<file path="config.mk">
export PLATFORM = sky130hd
export DESIGN_NAME = spa_arbiter
export DESIGN_NICKNAME = d
export VERILOG_FILES = /design/src/design/spa_pkg.sv /design/src/design/spa_rr_pick.sv /design/src/design/spa_fixed_pick.sv /design/src/design/spa_arbiter.sv
export SDC_FILE = /design/constraint.sdc
export NUM_CORES = 1
export LEC_CHECK = 0
export ABC_AREA = 1
export BUFFER_PORTS_ARGS = -buffer_cell sky130_fd_sc_hd__buf_2
export CORE_ASPECT_RATIO = 0.75
export CORE_MARGIN = 4
export CORE_UTILIZATION = 40
export CTS_CLUSTER_DIAMETER = 60
export DETAILED_ROUTE_END_ITERATION = 10
export PLACE_DENSITY = 0.63
export REMOVE_ABC_BUFFERS = 1
export SLEW_MARGIN = 25
export SYNTH_ARGS = -nofsm -noshare
export SYNTH_HDL_FRONTEND = slang
export SYNTH_HIERARCHICAL = 1
export SYNTH_SLANG_ARGS = --single-unit
</file>
<file path="constraint.sdc">
create_clock -name ref_clk_in -period 8.6 [get_ports ref_clk_in]
set_input_delay 1.72 -clock ref_clk_in [delete_from_list [all_inputs] [get_ports ref_clk_in]]
set_output_delay 1.72 -clock ref_clk_in [all_outputs]
set_load 0.1 [all_outputs]
</file>
<file path="src/design/spa_pkg.sv">
// constants and types for the slave port priority arbiter
package spa_pkg;

    // ************************************************************
    // sizes
    // ************************************************************
    localparam int NUM_MASTERS  = 5;
    localparam int FIELD_STRIDE = 4;
    localparam int LVL_W        = 2;
    localparam int IDX_W        = 3;
    localparam int ADDR_W       = 8;
    localparam int DATA_W       = 32;

    // ************************************************************
    // register map
    // ************************************************************
    localparam logic [ADDR_W-1:0] PRIO_OFFSET   = 8'h84;
    localparam logic [ADDR_W-1:0] STATUS_OFFSET = 8'h88;
    localparam logic [ADDR_W-1:0] WPMR_OFFSET   = 8'he4;

    localparam logic [DATA_W-1:0] PRIO_RESET    = 32'h0000_0222;
    localparam logic [DATA_W-1:0] PRIO_MASK     = 32'h0003_3333;
    localparam logic              WP_EN_RESET    = 1'h0;
    localparam int                WP_EN_BIT      = 0;
    localparam int                STAT_OWNED_BIT = 0;
    localparam int                STAT_IDX_LSB   = 4;
    localparam int                STAT_WP_EN_BIT = 8;

    // ************************************************************
    // pool levels
    // ************************************************************
    localparam logic [LVL_W-1:0] LVL_RR_LOW  = 2'h0;
    localparam logic [LVL_W-1:0] LVL_RR_HIGH = 2'h3;
    localparam logic [IDX_W-1:0] PTR_RESET   = 3'h0;

    // ************************************************************
    // types
    // ************************************************************
    typedef enum logic [1:0] {
        ST_IDLE  = 2'b01,
        ST_OWNED = 2'b10
    } spa_arb_state_t;

    typedef struct packed {
        logic              psel;
        logic              penable;
        logic              pwrite;
        logic [ADDR_W-1:0] paddr;
        logic [DATA_W-1:0] pwdata;
    } spa_apb_req_t;

    typedef struct packed {
        logic [DATA_W-1:0] prdata;
        logic              pready;
        logic              pslverr;
    } spa_apb_rsp_t;

    typedef struct packed {
        logic [DATA_W-1:0]      prio;
        logic                   write_protect_enable;
        spa_arb_state_t         st;
        logic [NUM_MASTERS-1:0] grant;
        logic [IDX_W-1:0]       owner;
        logic [IDX_W-1:0]       ptr_low;
        logic [IDX_W-1:0]       ptr_high;
        logic [DATA_W-1:0]      rdata;
        logic                   slverr;
    } spa_state_t;

endpackage : spa_pkg

</file>
<file path="src/design/spa_rr_pick.sv">
// round-robin picker: first set mask bit after the last grantee
`timescale 1ns/1ns
module spa_rr_pick #(
    parameter int N  = 5,
    parameter int IW = 3
) (
    input  wire logic [N-1:0]  mask_in,
    input  wire logic [IW-1:0] last_in,
    output logic      [N-1:0]  pick_out,
    output logic      [IW-1:0] idx_out
);
    always_comb begin
        int j;
        logic found;
        j        = 0;
        found    = 1'b0;
        pick_out = '0;
        idx_out  = '0;
        // search starts one past the last grantee so everyone gets a turn
        for (int k = 1; k <= N; k++) begin
            j = (int'(last_in) + k) % N;
            if (!found && mask_in[j]) begin
                found       = 1'b1;
                pick_out[j] = 1'b1;
                idx_out     = IW'(j);
            end
        end
    end
endmodule : spa_rr_pick

</file>
<file path="src/design/spa_fixed_pick.sv">
// fixed-order picker: lowest set mask bit wins
`timescale 1ns/1ns
module spa_fixed_pick #(
    parameter int N  = 5,
    parameter int IW = 3
) (
    input  wire logic [N-1:0]  mask_in,
    output logic      [N-1:0]  pick_out,
    output logic      [IW-1:0] idx_out
);
    always_comb begin
        logic found;
        found    = 1'b0;
        pick_out = '0;
        idx_out  = '0;
        for (int k = 0; k < N; k++) begin
            if (!found && mask_in[k]) begin
                found       = 1'b1;
                pick_out[k] = 1'b1;
                idx_out     = IW'(k);
            end
        end
    end
endmodule : spa_fixed_pick

</file>
<file path="src/design/spa_arbiter.sv">
// slave port priority arbiter with apb register slave
//
// The APB register port was left to the implementer.
`timescale 1ns/1ns
module spa_arbiter (
    input  wire logic                             ref_clk_in,
    input  wire logic                             rst_in,
    input  wire logic                             psel_in,
    input  wire logic                             penable_in,
    input  wire logic                             pwrite_in,
    input  wire logic [spa_pkg::ADDR_W-1:0]       paddr_in,
    input  wire logic [spa_pkg::DATA_W-1:0]       pwdata_in,
    output logic      [spa_pkg::DATA_W-1:0]       prdata_out,
    output logic                                  pready_out,
    output logic                                  pslverr_out,
    input  wire logic [spa_pkg::NUM_MASTERS-1:0]  req_in,
    output logic      [spa_pkg::NUM_MASTERS-1:0]  grant_out,
    output logic                                  grant_valid_out
);
    import spa_pkg::*;

    // ************************************************************
    // decode helpers
    // ************************************************************
    function automatic logic is_mapped(input logic [ADDR_W-1:0] a);
        is_mapped = (a == PRIO_OFFSET) || (a == STATUS_OFFSET) || (a == WPMR_OFFSET);
    endfunction : is_mapped

    function automatic logic [DATA_W-1:0] read_value(input logic [ADDR_W-1:0] a,
                                                     input spa_state_t s);
        read_value = '0;
        case (a)
            PRIO_OFFSET: begin
                read_value = s.prio & PRIO_MASK;
            end
            WPMR_OFFSET: begin
                read_value[WP_EN_BIT] = s.write_protect_enable;
            end
            STATUS_OFFSET: begin
                read_value[STAT_OWNED_BIT]                 = (s.st == ST_OWNED);
                read_value[STAT_IDX_LSB +: IDX_W]          = s.owner;
                read_value[STAT_WP_EN_BIT]                 = s.write_protect_enable;
            end
            default: begin
                read_value = '0;
            end
        endcase
    endfunction : read_value

    // ************************************************************
    // state
    // ************************************************************
    spa_state_t   st;
    spa_state_t   next_st;
    spa_apb_req_t apb;
    spa_apb_rsp_t rsp;

    assign apb = '{psel: psel_in, penable: penable_in, pwrite: pwrite_in,
                   paddr: paddr_in, pwdata: pwdata_in};

    logic setup_cyc;
    logic access_cyc;
    assign setup_cyc  = apb.psel && !apb.penable;
    assign access_cyc = apb.psel && apb.penable;

    // ************************************************************
    // level fields
    // ************************************************************
    logic [LVL_W-1:0]       lvl [NUM_MASTERS];
    logic [NUM_MASTERS-1:0] pool;
    logic [LVL_W-1:0]       best_lvl;

    genvar g;
    generate
        for (g = 0; g < NUM_MASTERS; g++) begin : g_lvl
            assign lvl[g]  = st.prio[g*FIELD_STRIDE +: LVL_W];
            assign pool[g] = req_in[g] && (lvl[g] == best_lvl);
        end
    endgenerate

    // highest programmed level among requesters
    always_comb begin
        best_lvl = '0;
        for (int i = 0; i < NUM_MASTERS; i++) begin
            if (req_in[i] && (lvl[i] > best_lvl)) begin
                best_lvl = lvl[i];
            end
        end
    end

    // ************************************************************
    // pool pickers
    // ************************************************************
    logic                   rr_pool;
    logic [IDX_W-1:0]       rr_last;
    logic [NUM_MASTERS-1:0] rr_pick;
    logic [IDX_W-1:0]       rr_idx;
    logic [NUM_MASTERS-1:0] fx_pick;
    logic [IDX_W-1:0]       fx_idx;
    logic [NUM_MASTERS-1:0] choice;
    logic [IDX_W-1:0]       choice_idx;

    assign rr_pool = (best_lvl == LVL_RR_LOW) || (best_lvl == LVL_RR_HIGH);
    // each rotating pool keeps its own pointer so they do not disturb each other
    assign rr_last = (best_lvl == LVL_RR_HIGH) ? st.ptr_high : st.ptr_low;

    spa_rr_pick #(
        .N  (NUM_MASTERS),
        .IW (IDX_W)
    ) u_spa_rr_pick (
        .mask_in  (pool),
        .last_in  (rr_last),
        .pick_out (rr_pick),
        .idx_out  (rr_idx)
    );

    spa_fixed_pick #(
        .N  (NUM_MASTERS),
        .IW (IDX_W)
    ) u_spa_fixed_pick (
        .mask_in  (pool),
        .pick_out (fx_pick),
        .idx_out  (fx_idx)
    );

    assign choice     = rr_pool ? rr_pick : fx_pick;
    assign choice_idx = rr_pool ? rr_idx  : fx_idx;

    // ************************************************************
    // ownership
    // ************************************************************
    logic owner_req;
    logic arb_go;
    assign owner_req = |(req_in & st.grant);
    // an owner keeps the port until it drops its request, no preemption
    assign arb_go    = (st.st == ST_IDLE) || !owner_req;

    // ************************************************************
    // next state
    // ************************************************************
    always_comb begin
        next_st = st;
        if (setup_cyc) begin
            next_st.rdata  = read_value(apb.paddr, st);
            next_st.slverr = !is_mapped(apb.paddr);
        end
        if (access_cyc && apb.pwrite) begin
            if ((apb.paddr == PRIO_OFFSET) && !st.write_protect_enable) begin
                next_st.prio = apb.pwdata & PRIO_MASK;
            end
            if (apb.paddr == WPMR_OFFSET) begin
                next_st.write_protect_enable = apb.pwdata[WP_EN_BIT];
            end
        end
        case (st.st)
            ST_IDLE, ST_OWNED: begin
                if (arb_go) begin
                    if (|req_in) begin
                        next_st.st    = ST_OWNED;
                        next_st.grant = choice;
                        next_st.owner = choice_idx;
                        if (best_lvl == LVL_RR_HIGH) begin
                            next_st.ptr_high = choice_idx;
                        end else if (best_lvl == LVL_RR_LOW) begin
                            next_st.ptr_low = choice_idx;
                        end
                    end else begin
                        next_st.st    = ST_IDLE;
                        next_st.grant = '0;
                    end
                end
            end
            default: begin
                next_st.st    = ST_IDLE;
                next_st.grant = '0;
            end
        endcase
    end

    always_ff @(posedge ref_clk_in or posedge rst_in) begin
        if (rst_in) begin
            st.prio     <= PRIO_RESET;
            st.write_protect_enable <= WP_EN_RESET;
            st.st       <= ST_IDLE;
            st.grant    <= '0;
            st.owner    <= PTR_RESET;
            st.ptr_low  <= PTR_RESET;
            st.ptr_high <= PTR_RESET;
            st.rdata    <= '0;
            st.slverr   <= 1'b0;
        end else begin
            st <= next_st;
        end
    end

    // ************************************************************
    // outputs
    // ************************************************************
    // zero wait states: read data is captured during the setup cycle
    assign rsp.prdata  = st.rdata;
    assign rsp.pready  = access_cyc;
    assign rsp.pslverr = access_cyc && st.slverr;

    assign prdata_out      = rsp.prdata;
    assign pready_out      = rsp.pready;
    assign pslverr_out     = rsp.pslverr;
    assign grant_out       = st.grant;
    assign grant_valid_out = (st.st == ST_OWNED);

    logic prio_wr;
    assign prio_wr = access_cyc && apb.pwrite && (apb.paddr == PRIO_OFFSET);

    logic [LVL_W-1:0] grant_lvl;
    assign grant_lvl = lvl[st.owner];
endmodule : spa_arbiter

</file>
==> results of run 1 <==
kinds of logic after synthesis:
group | after synthesis | synth area share, %
AND/OR/NAND/NOR | 461 | 42.0
buffers and inverters | 185 | 16.0
AO/OA/AOI/OAI | 88 | 9.94
adder cells (fa/ha/maj) | 43 | 9.78
flip-flops | 39 | 17.8
multiplexers | 15 | 3.64
XOR/XNOR | 4 | 0.773
other | 1 | 0.0681
Yosys cell counts, types with 5 or more instances:
cell type  count
clkbuf_1       6
nand2_1      197
buf_4         40
a21oi_1       16
inv_2          7
nand2_4       14
dfrtp_1       35
nand2_2       24
mux2_4        10
nand3_1       96
o21ai_0       37
inv_1        125
nor2_1        67
mux2i_1        5
nand4_1       22
nor2_4         6
nor3_1         8
o31ai_1        6
ha_1          43
metal layers:
metal | wire length, um | up-vias
li1 | - | 2999
met1 | 7990 | 2704
met2 | 6500 | 134
met3 | 886 | 10
met4 | 125 | 0
met5 | 0 | -
cell usage in the layout (no fill, tap or decap), types with 5 or more instances in the layout:
cell,netlist,routed
nor2_2,3,7
mux2_4,10,10
nand2_2,24,53
nor3_1,8,8
nand4_1,22,22
dfrtp_1,35,35
o21ai_2,4,8
inv_2,7,15
ha_1,43,33
clkbuf_16,0,5
inv_1,125,117
ha_4,0,7
o21ai_1,2,8
o21ai_0,37,27
nand3_1,96,86
nand2_1,197,164
nor2_1,67,63
nand3_2,4,14
buf_2,2,45
conb_1,1,21
a21oi_1,16,13
o31ai_1,6,6
nand2_4,14,18
nor2_4,6,7
buf_4,40,149
final timing paths:
check,cells after the start,start,to
worst max-delay path,58,req_in[0],st[36]
worst min-delay path,2,prdata_out[6],prdata_out[6]
worst max register to register,56,lvl[6],st[36]
worst min register to register,2,prdata_out[6],prdata_out[6]
max in group asynchronous,3,rst_in,lvl[7]
min in group asynchronous,3,rst_in,st[37]
layout make-up:
cell class / instances / area [um^2] / area share (%)
Clock buffer: 6 / 129 / 1.76
Clock inverter: 2 / 12.5 / 0.171
Sequential cell: 39 / 981 / 13.4
Inverter: 135 / 524 / 7.15
Multi-Input combinational cell: 633 / 4080 / 55.7
Timing Repair Buffer: 197 / 1390 / 18.9
Tap cell: 171 / 214 / 2.92
metrics by stage:
stage          cells  hold slack [ns]
2_1_floorplan    806            0.467
3_3_place_gp    1151            0.464
3_5_place_dp    1151            0.464
4_1_cts         1162            0.480
5_1_grt         1183            0.502
6_report        1183            0.478
critical path: cells and delay by family:
| family | cells | cell delay (ns) |
|---|---|---|
| XOR/XNOR | 1 | 0.22 |
| adder cells (fa/ha/maj) | 7 | 1.58 |
| AND/OR/NAND/NOR | 27 | 2.58 |
| buffers and inverters | 13 | 1.10 |
| AO/OA/AOI/OAI | 10 | 1.23 |
flip-flops by register name, indices dropped and copies added (netlist names):
name / cells
st: 13
lvl: 10
grant_out: 5
prdata_out: 11
what timing repair did:
item                                    in CTS  in global routing
gates cloned                                 1                  0
gates resized for setup                      9                 94
endpoints found under the setup margin      14                 14
pin swaps                                    3                 68
hold buffers                                 0                  0
hold endpoints to repair                     0                  0
buffers inserted                             2                 21
==> flow_metrics.env, run 1 <==
export IMPL_ys_ff_latch=39
export IMPL_gr_total_overflow=0
export IMPL_vias_per_cell=4.94
export IMPL_root_buffer="clkbuf_16"
export IMPL_status="completed"
export IMPL_synth_edf_count=0
export IMPL_firstDrtPassIters=6
export IMPL_crit_arrival_ns=8.50
export IMPL_met2_usage_pct=27.1
export IMPL_cp_start_kind="primary input"
export IMPL_drt_total_wl_um=15500
export IMPL_fin_crit_ns=8.29
export IMPL_yosysTopAreaCell="dfrtp_1"
export IMPL_met3_usage_pct=2.65
export IMPL_final_max_slew_viol_count=0
export IMPL_h_tree_depth=2
export IMPL_cap_violations=0
export IMPL_top_usage_layer="met1"
export IMPL_setup_viol=0
export IMPL_rows=36
export IMPL_cts_buffer_depth=2
export IMPL_die_x_um=143
export IMPL_mappedNetlistArea_um2=5500
export IMPL_final_nets=1104
export IMPL_synth_avg_cell_area_um2=6.58
export IMPL_cts_sinks=39
export IMPL_crit_slowest_cell="ha_1"
export IMPL_hold_class="register to register"
export IMPL_design_area_um2=7330
export IMPL_postLayoutCoreUtil_pct=55.3
export IMPL_start_util_pct=41.6
export IMPL_yosysWarnings=6
export IMPL_cp_end_kind="register"
export IMPL_dp_hpwl_um=12100
export IMPL_synth_top_area_share_pct=15.9
export IMPL_grt_pass1_wl_um=24400
export IMPL_cpMostUsedCell="nand2_2"
export IMPL_ios=90
export IMPL_crit_fanout=7
export IMPL_drt_iter0_markers=416
export IMPL_dieArea_um2=15700
export IMPL_setup_ws_ns=0.306
export IMPL_syn_inst=836
export IMPL_cts_tree="done"
export IMPL_setup_worst_path_class="primary input to register"
export IMPL_syn_to_final_growth_pct=33.2
export IMPL_grt_util_all_layers_pct=19.0
export IMPL_ys_flop_type="dfrtp_1"
export IMPL_core_area_um2=13200
export IMPL_antenna_found_initial=0
export IMPL_insertion_delay_ns=0.29
export IMPL_cpPeakStageDelay_ns=0.31
export IMPL_first_global_vias=5074
export IMPL_gp_congestion=0.854
export IMPL_met1_usage_pct=30.5
export IMPL_clock_skew_ns=0.00510
export IMPL_antenna_left=0
export IMPL_clk_pin_slew_ns=0.06
export IMPL_worstMarginPinSlew_ns=0.682
export IMPL_fill_cells=1314
export IMPL_num_antenna_cells=0
export IMPL_finalSetupTns_ns=0
export IMPL_io_buffers=46
export IMPL_drive_above_1_share_pct=37.4
export IMPL_cts_made_buffers=5
export IMPL_vias=5847
export IMPL_die_h_um=110
export IMPL_grt_max_degree=40
export IMPL_post_drt_wl_per_cell_um=13.1
export IMPL_postPlaceCellArea_um2=6630
export IMPL_ys_seq_area_share_pct=17.8
export IMPL_synthDistinctLibCells=57
export IMPL_synth_area_leaders="dfrtp_1 (16%), nand2_1 (13%), ha_1 (9.8%), nand3_1 (8.7%), inv_1 (8.5%)"
export IMPL_fmax_mhz=121
export IMPL_crit_required_ns=8.81
export IMPL_ff2ff_setup_slack_ns=1.28
export IMPL_dp_worst_setup_slack_ns=-0.518
export IMPL_fin_crit_sh_pct=96.4
export IMPL_async_flop_share_pct=100
export IMPL_hold_viol=0
export IMPL_drc=0
export IMPL_slew_headroom_pct=54.6
Power of run 1 is not shown: default switching activity piles up to over one toggle a cycle in this logic, so the estimate is an artifact.
==> run 2: changes to the inputs <==
--- a/config.mk
+++ b/config.mk
@@ -10,6 +10,7 @@
 export CORE_ASPECT_RATIO = 0.75
 export CORE_MARGIN = 4
 export CORE_UTILIZATION = 40
+export CTS_BUF_LIST = sky130_fd_sc_hd__clkbuf_16
 export CTS_CLUSTER_DIAMETER = 60
 export DETAILED_ROUTE_END_ITERATION = 10
 export PLACE_DENSITY = 0.63
==> run 2 against run 1 <==
Against the previous run:
- critical path depth did not move
- clock-buffer cell count fell by 1
- via count barely moved
- critical endpoint unchanged
==> flow_metrics.env, run 2 (same netlist as run 1, synthesis figures left out) <==
export IMPL_status="completed"
export IMPL_syn_to_final_growth_pct=33.2
export IMPL_fin_crit_ns=8.30
export IMPL_core_area_um2=13200
export IMPL_hold_class="register to register"
export IMPL_gr_total_overflow=0
export IMPL_drc=0
export IMPL_worstMarginPinSlew_ns=0.682
export IMPL_ios=90
export IMPL_dp_hpwl_um=12100
export IMPL_fin_crit_sh_pct=96.5
export IMPL_crit_required_ns=8.81
export IMPL_layout_commonest_cell="nand2_1"
export IMPL_r2r_start="lvl[6]"
export IMPL_grt_max_degree=40
export IMPL_cts_made_buffers=5
export IMPL_grt_pass1_wl_um=24400
export IMPL_crit_path_end="st[36]"
export IMPL_final_nets=1104
export IMPL_vias=5843
export IMPL_setup_ws_ns=0.304
export IMPL_die_h_um=110
export IMPL_firstDrtPassIters=6
export IMPL_cp_end_kind="register"
export IMPL_clk_pin_slew_ns=0.06
export IMPL_vias_per_cell=4.94
export IMPL_start_util_pct=41.6
export IMPL_h_tree_depth=2
export IMPL_antenna_left=0
export IMPL_min_delay_start="prdata_out[6]"
export IMPL_cts_hold_buf=0
export IMPL_hold_viol=0
export IMPL_multi_input_area_um2=4080
export IMPL_gp_congestion=0.854
export IMPL_slew_headroom_pct=54.5
export IMPL_io_buffers=46
export IMPL_cap_violations=0
export IMPL_reg2reg_to="st[36]"
export IMPL_die_x_um=143
export IMPL_crit_arrival_ns=8.51
export IMPL_dp_worst_setup_slack_ns=-0.518
export IMPL_cpMostUsedCell="nand2_2"
export IMPL_num_antenna_cells=0
export IMPL_first_global_vias=5074
export IMPL_seq_area_um2=981
export IMPL_crit_fanout=7
export IMPL_cts_tree="done"
export IMPL_post_drt_wl_per_cell_um=13.1
export IMPL_drive_above_1_share_pct=37.4
export IMPL_setup_worst_path_class="primary input to register"
export IMPL_fmax_mhz=121
export IMPL_crit_path_start="req_in[0]"
export IMPL_final_max_slew_viol_count=0
export IMPL_cts_sinks=39
export IMPL_regMostFlops="st"
export IMPL_grt_util_all_layers_pct=19.0
export IMPL_cpPeakStageDelay_ns=0.31
export IMPL_drt_iter0_markers=416
export IMPL_fill_cells=1314
export IMPL_crit_slowest_cell="ha_1"
export IMPL_setup_viol=0
export IMPL_clock_skew_ns=0.00508
export IMPL_drt_total_wl_um=15500
export IMPL_cp_start_kind="primary input"
export IMPL_root_buffer="clkbuf_16"
export IMPL_largest_register_ffs=13
export IMPL_antenna_found_initial=0
export IMPL_most_common_layout_cells="nand2_1 (164), buf_4 (149), inv_1 (118), nand3_1 (86), nor2_1 (63)"
export IMPL_ff2ff_setup_slack_ns=1.28
export IMPL_rows=36
export IMPL_dieArea_um2=15700
export IMPL_cts_buffer_depth=2
export IMPL_insertion_delay_ns=0.29
export IMPL_r2r_cells=56
## run 2: cell types whose count changed in the layout (fill, tap and decap cells not counted), sizes merged
| cell | before | now |
|---|---|---|
| clkbuf | 6 | 5 |
| inv | 134 | 135 |
## run 2: layout make-up
class,instances,share of cell area (%)
Clock buffer,5,1.71
Clock inverter,3,0.222
Inverter,135,7.15
Multi-Input combinational cell,633,55.7
Sequential cell,39,13.4
Tap cell,171,2.92
Timing Repair Buffer,197,18.9
## run 2: how the worst min path moves through the flow
stage | endpoint | slack, ns | depth (start not counted)
global route | prdata_out[6] | 0.50 | 2
floorplan | st[33] | 0.47 | 2
CTS | prdata_out[6] | 0.48 | 2
detailed placement | prdata_out[6] | 0.46 | 2
global placement | prdata_out[6] | 0.46 | 2
finish | prdata_out[6] | 0.48 | 2
## run 2: worst max-delay path, delay by kind of cell
family                     cells  cell delay (ns)
and+or+nand+nor               27             2.59
adders and majority gates      7             1.58
AOI/OAI and AO/OA             10             1.23
buffers and inverters         13             1.10
xor gates and xnor gates       1             0.22
## run 2: timing repair
| item | CTS | global route |
|---|---|---|
| cloned | 1 | 0 |
| setup buffers | 2 | 21 |
| resized for setup | 9 | 94 |
| pin swaps | 3 | 68 |
| endpoints found under the setup margin | 14 | 14 |
## run 2: per-layer routing
metal	global-route usage, %	vias up	routed length, um	part of all wire (%)
met5	0	-	0	0
met4	2.96	0	125	0.81
met1	30.5	2700	7980	51
met3	2.65	10	893	5.8
met2	27.1	134	6520	42
li1	-	2999	-	-
## run 2: per-stage QoR
stage               cells  hold WS, ns  TNS, ns  utilization (%)  instance area [um^2]
floorplan             806        0.467   -28.33                -                  5220
global placement     1151        0.464    -4.63             50.0                  6630
detailed placement   1151        0.464    -6.59             50.0                  6630
CTS                  1162        0.480        0             51.7                  6840
global route         1183        0.502    -1.42             55.3                  7330
finish               1183        0.479        0             55.3                  7330
Power of run 2 is left out for the same reason.
==> run 3: changes to the inputs <==
--- a/config.mk
+++ b/config.mk
@@ -9,11 +9,11 @@
 export BUFFER_PORTS_ARGS = -buffer_cell sky130_fd_sc_hd__buf_2
 export CORE_ASPECT_RATIO = 0.75
 export CORE_MARGIN = 4
-export CORE_UTILIZATION = 40
+export CORE_UTILIZATION = 33
 export CTS_BUF_LIST = sky130_fd_sc_hd__clkbuf_16
 export CTS_CLUSTER_DIAMETER = 60
 export DETAILED_ROUTE_END_ITERATION = 10
-export PLACE_DENSITY = 0.63
+export PLACE_DENSITY = 0.52
 export REMOVE_ABC_BUFFERS = 1
 export SLEW_MARGIN = 25
 export SYNTH_ARGS = -nofsm -noshare
==> constraint.sdc (replaced) <==
create_clock -name ref_clk_in -period 10.6 [get_ports ref_clk_in]
set_input_delay 2.12 -clock ref_clk_in [delete_from_list [all_inputs] [get_ports ref_clk_in]]
set_output_delay 2.12 -clock ref_clk_in [all_outputs]
set_load 0.1 [all_outputs]
==> run 3 against run 2 <==
Against the previous run:
- critical endpoint unchanged
- clock-buffer cell count unchanged
- routed wire length down 11%
- setup slack better by 0.55 ns
- design area down 18%
- final cell count down 8.8%
- global-route usage down 4.2 points
- clock skew up 0.0012 ns
- via count down 13%
- sequential cell count unchanged
==> flow_metrics.env, run 3 (same netlist as run 1, synthesis figures left out) <==
export IMPL_core_area_um2=16200
export IMPL_drt_iter0_markers=462
export IMPL_crit_required_ns=10.81
export IMPL_post_drt_wl_per_cell_um=12.8
export IMPL_dp_worst_setup_slack_ns=0.228
export IMPL_layout_commonest_cell="nand2_1"
export IMPL_multi_input_area_um2=3760
export IMPL_dieArea_um2=18800
export IMPL_vias=5111
export IMPL_seq_area_um2=981
export IMPL_crit_arrival_ns=9.95
export IMPL_cpPeakStageDelay_ns=0.29
export IMPL_cts_buffer_depth=2
export IMPL_dp_hpwl_um=11400
export IMPL_start_util_pct=34.0
export IMPL_gp_congestion=0.862
export IMPL_crit_slowest_cell="o21ai_1"
export IMPL_syn_to_final_growth_pct=8.64
export IMPL_final_cells=1079
export IMPL_h_tree_depth=2
export IMPL_clk_pin_slew_ns=0.07
export IMPL_clock_skew_ns=0.00625
export IMPL_final_max_slew_viol_count=0
export IMPL_cap_violations=0
export IMPL_root_buffer="clkbuf_16"
export IMPL_antenna_found_initial=0
export IMPL_cp_start_kind="primary input"
export IMPL_drc=0
export IMPL_cts_tree="done"
export IMPL_die_x_um=157
export IMPL_setup_viol=0
export IMPL_gr_total_overflow=0
export IMPL_first_global_vias=4607
export IMPL_grt_max_degree=40
export IMPL_status="completed"
export IMPL_antenna_left=0
export IMPL_fin_crit_ns=9.75
export IMPL_cp_end_kind="register"
export IMPL_io_buffers=46
export IMPL_vias_per_cell=4.74
export IMPL_fin_crit_sh_pct=91.9
export IMPL_largest_register_ffs=13
export IMPL_rsz0062_at_grt="false"
export IMPL_die_h_um=120
export IMPL_cts_sinks=39
export IMPL_cts_made_buffers=5
export IMPL_grt_util_all_layers_pct=14.8
export IMPL_setup_worst_path_class="primary input to register"
export IMPL_insertion_delay_ns=0.29
export IMPL_slew_headroom_pct=51.1
export IMPL_crit_fanout=9
export IMPL_hold_class="register to register"
export IMPL_most_common_layout_cells="nand2_1 (196), inv_1 (124), nand3_1 (96), nor2_1 (67), buf_2 (46)"
export IMPL_fmax_mhz=103
export IMPL_place_inst=1071
export IMPL_cts_hold_buf=0
export IMPL_final_nets=961
export IMPL_rows=40
export IMPL_num_antenna_cells=0
export IMPL_worstMarginPinSlew_ns=0.733
export IMPL_ios=90
export IMPL_setup_ws_ns=0.855
export IMPL_grt_pass1_wl_um=23200
export IMPL_firstDrtPassIters=5
export IMPL_drt_total_wl_um=13800
export IMPL_hold_viol=0
export IMPL_cpMostUsedCell="nand2_1"
export IMPL_regMostFlops="st"
export IMPL_drive_above_1_share_pct=19.1
export IMPL_fill_cells=1767
[run 3: cell type report]
type | count | share of cell area (%)
Tap cell | 210 | 4.40
Clock inverter | 3 | 0.398
Sequential cell | 39 | 16.4
Inverter | 135 | 8.73
Timing Repair Buffer | 55 | 5.04
Clock buffer | 5 | 2.09
Multi-Input combinational cell | 632 | 62.9
[run 3: worst paths after layout]
path	cells past startpoint	from	slack, ns	endpoint
worst max-delay path	60	req_in[0]	0.85	st[36]
worst min-delay path	2	prdata_out[6]	0.48	prdata_out[6]
worst max register to register	58	lvl[9]	2.32	st[36]
worst min register to register	2	prdata_out[6]	0.48	prdata_out[6]
max in group asynchronous	3	rst_in	8.28	lvl[7]
min in group asynchronous	3	rst_in	1.94	prdata_out[0]
[run 3: worst max-delay path, delay by kind of cell]
| kind | cells | cell delay, ns |
|---|---|---|
| buffers and inverters | 8 | 0.85 |
| and+or+nand+nor | 36 | 3.70 |
| AOI/OAI and AO/OA | 7 | 1.12 |
| adders and majority gates | 8 | 1.88 |
| xor gates and xnor gates | 1 | 0.25 |
[run 3: per-stage QoR]
step	TNS (ns)	hold WS, ns	instance area [um^2]	utilization (%)
5_1_grt	0	0.506	5980	37.0
3_3_place_gp	0	0.469	5780	35.8
3_5_place_dp	0	0.465	5780	35.8
4_1_cts	0	0.480	5930	36.7
6_report	0	0.476	5980	37.0
2_1_floorplan	-5.93	0.467	5220	-
[run 3: timing repair]
item / CTS / global route
buffers inserted: 0 / 0
endpoints found under the setup margin: 0 / 14
resized for setup: 0 / 11
[run 3: metal layers]
layer | share of wire [%] | routed length, um | global-route usage [%] | vias to the layer above
met1 | 57 | 7830 | 25.1 | 2315
met4 | 0.10 | 14 | 0.860 | 0
met2 | 39 | 5390 | 20.1 | 88
met5 | 0 | 0 | 0 | -
li1 | - | - | - | 2706
met3 | 3.8 | 528 | 1.91 | 2
Power of run 3 is left out for the same reason.
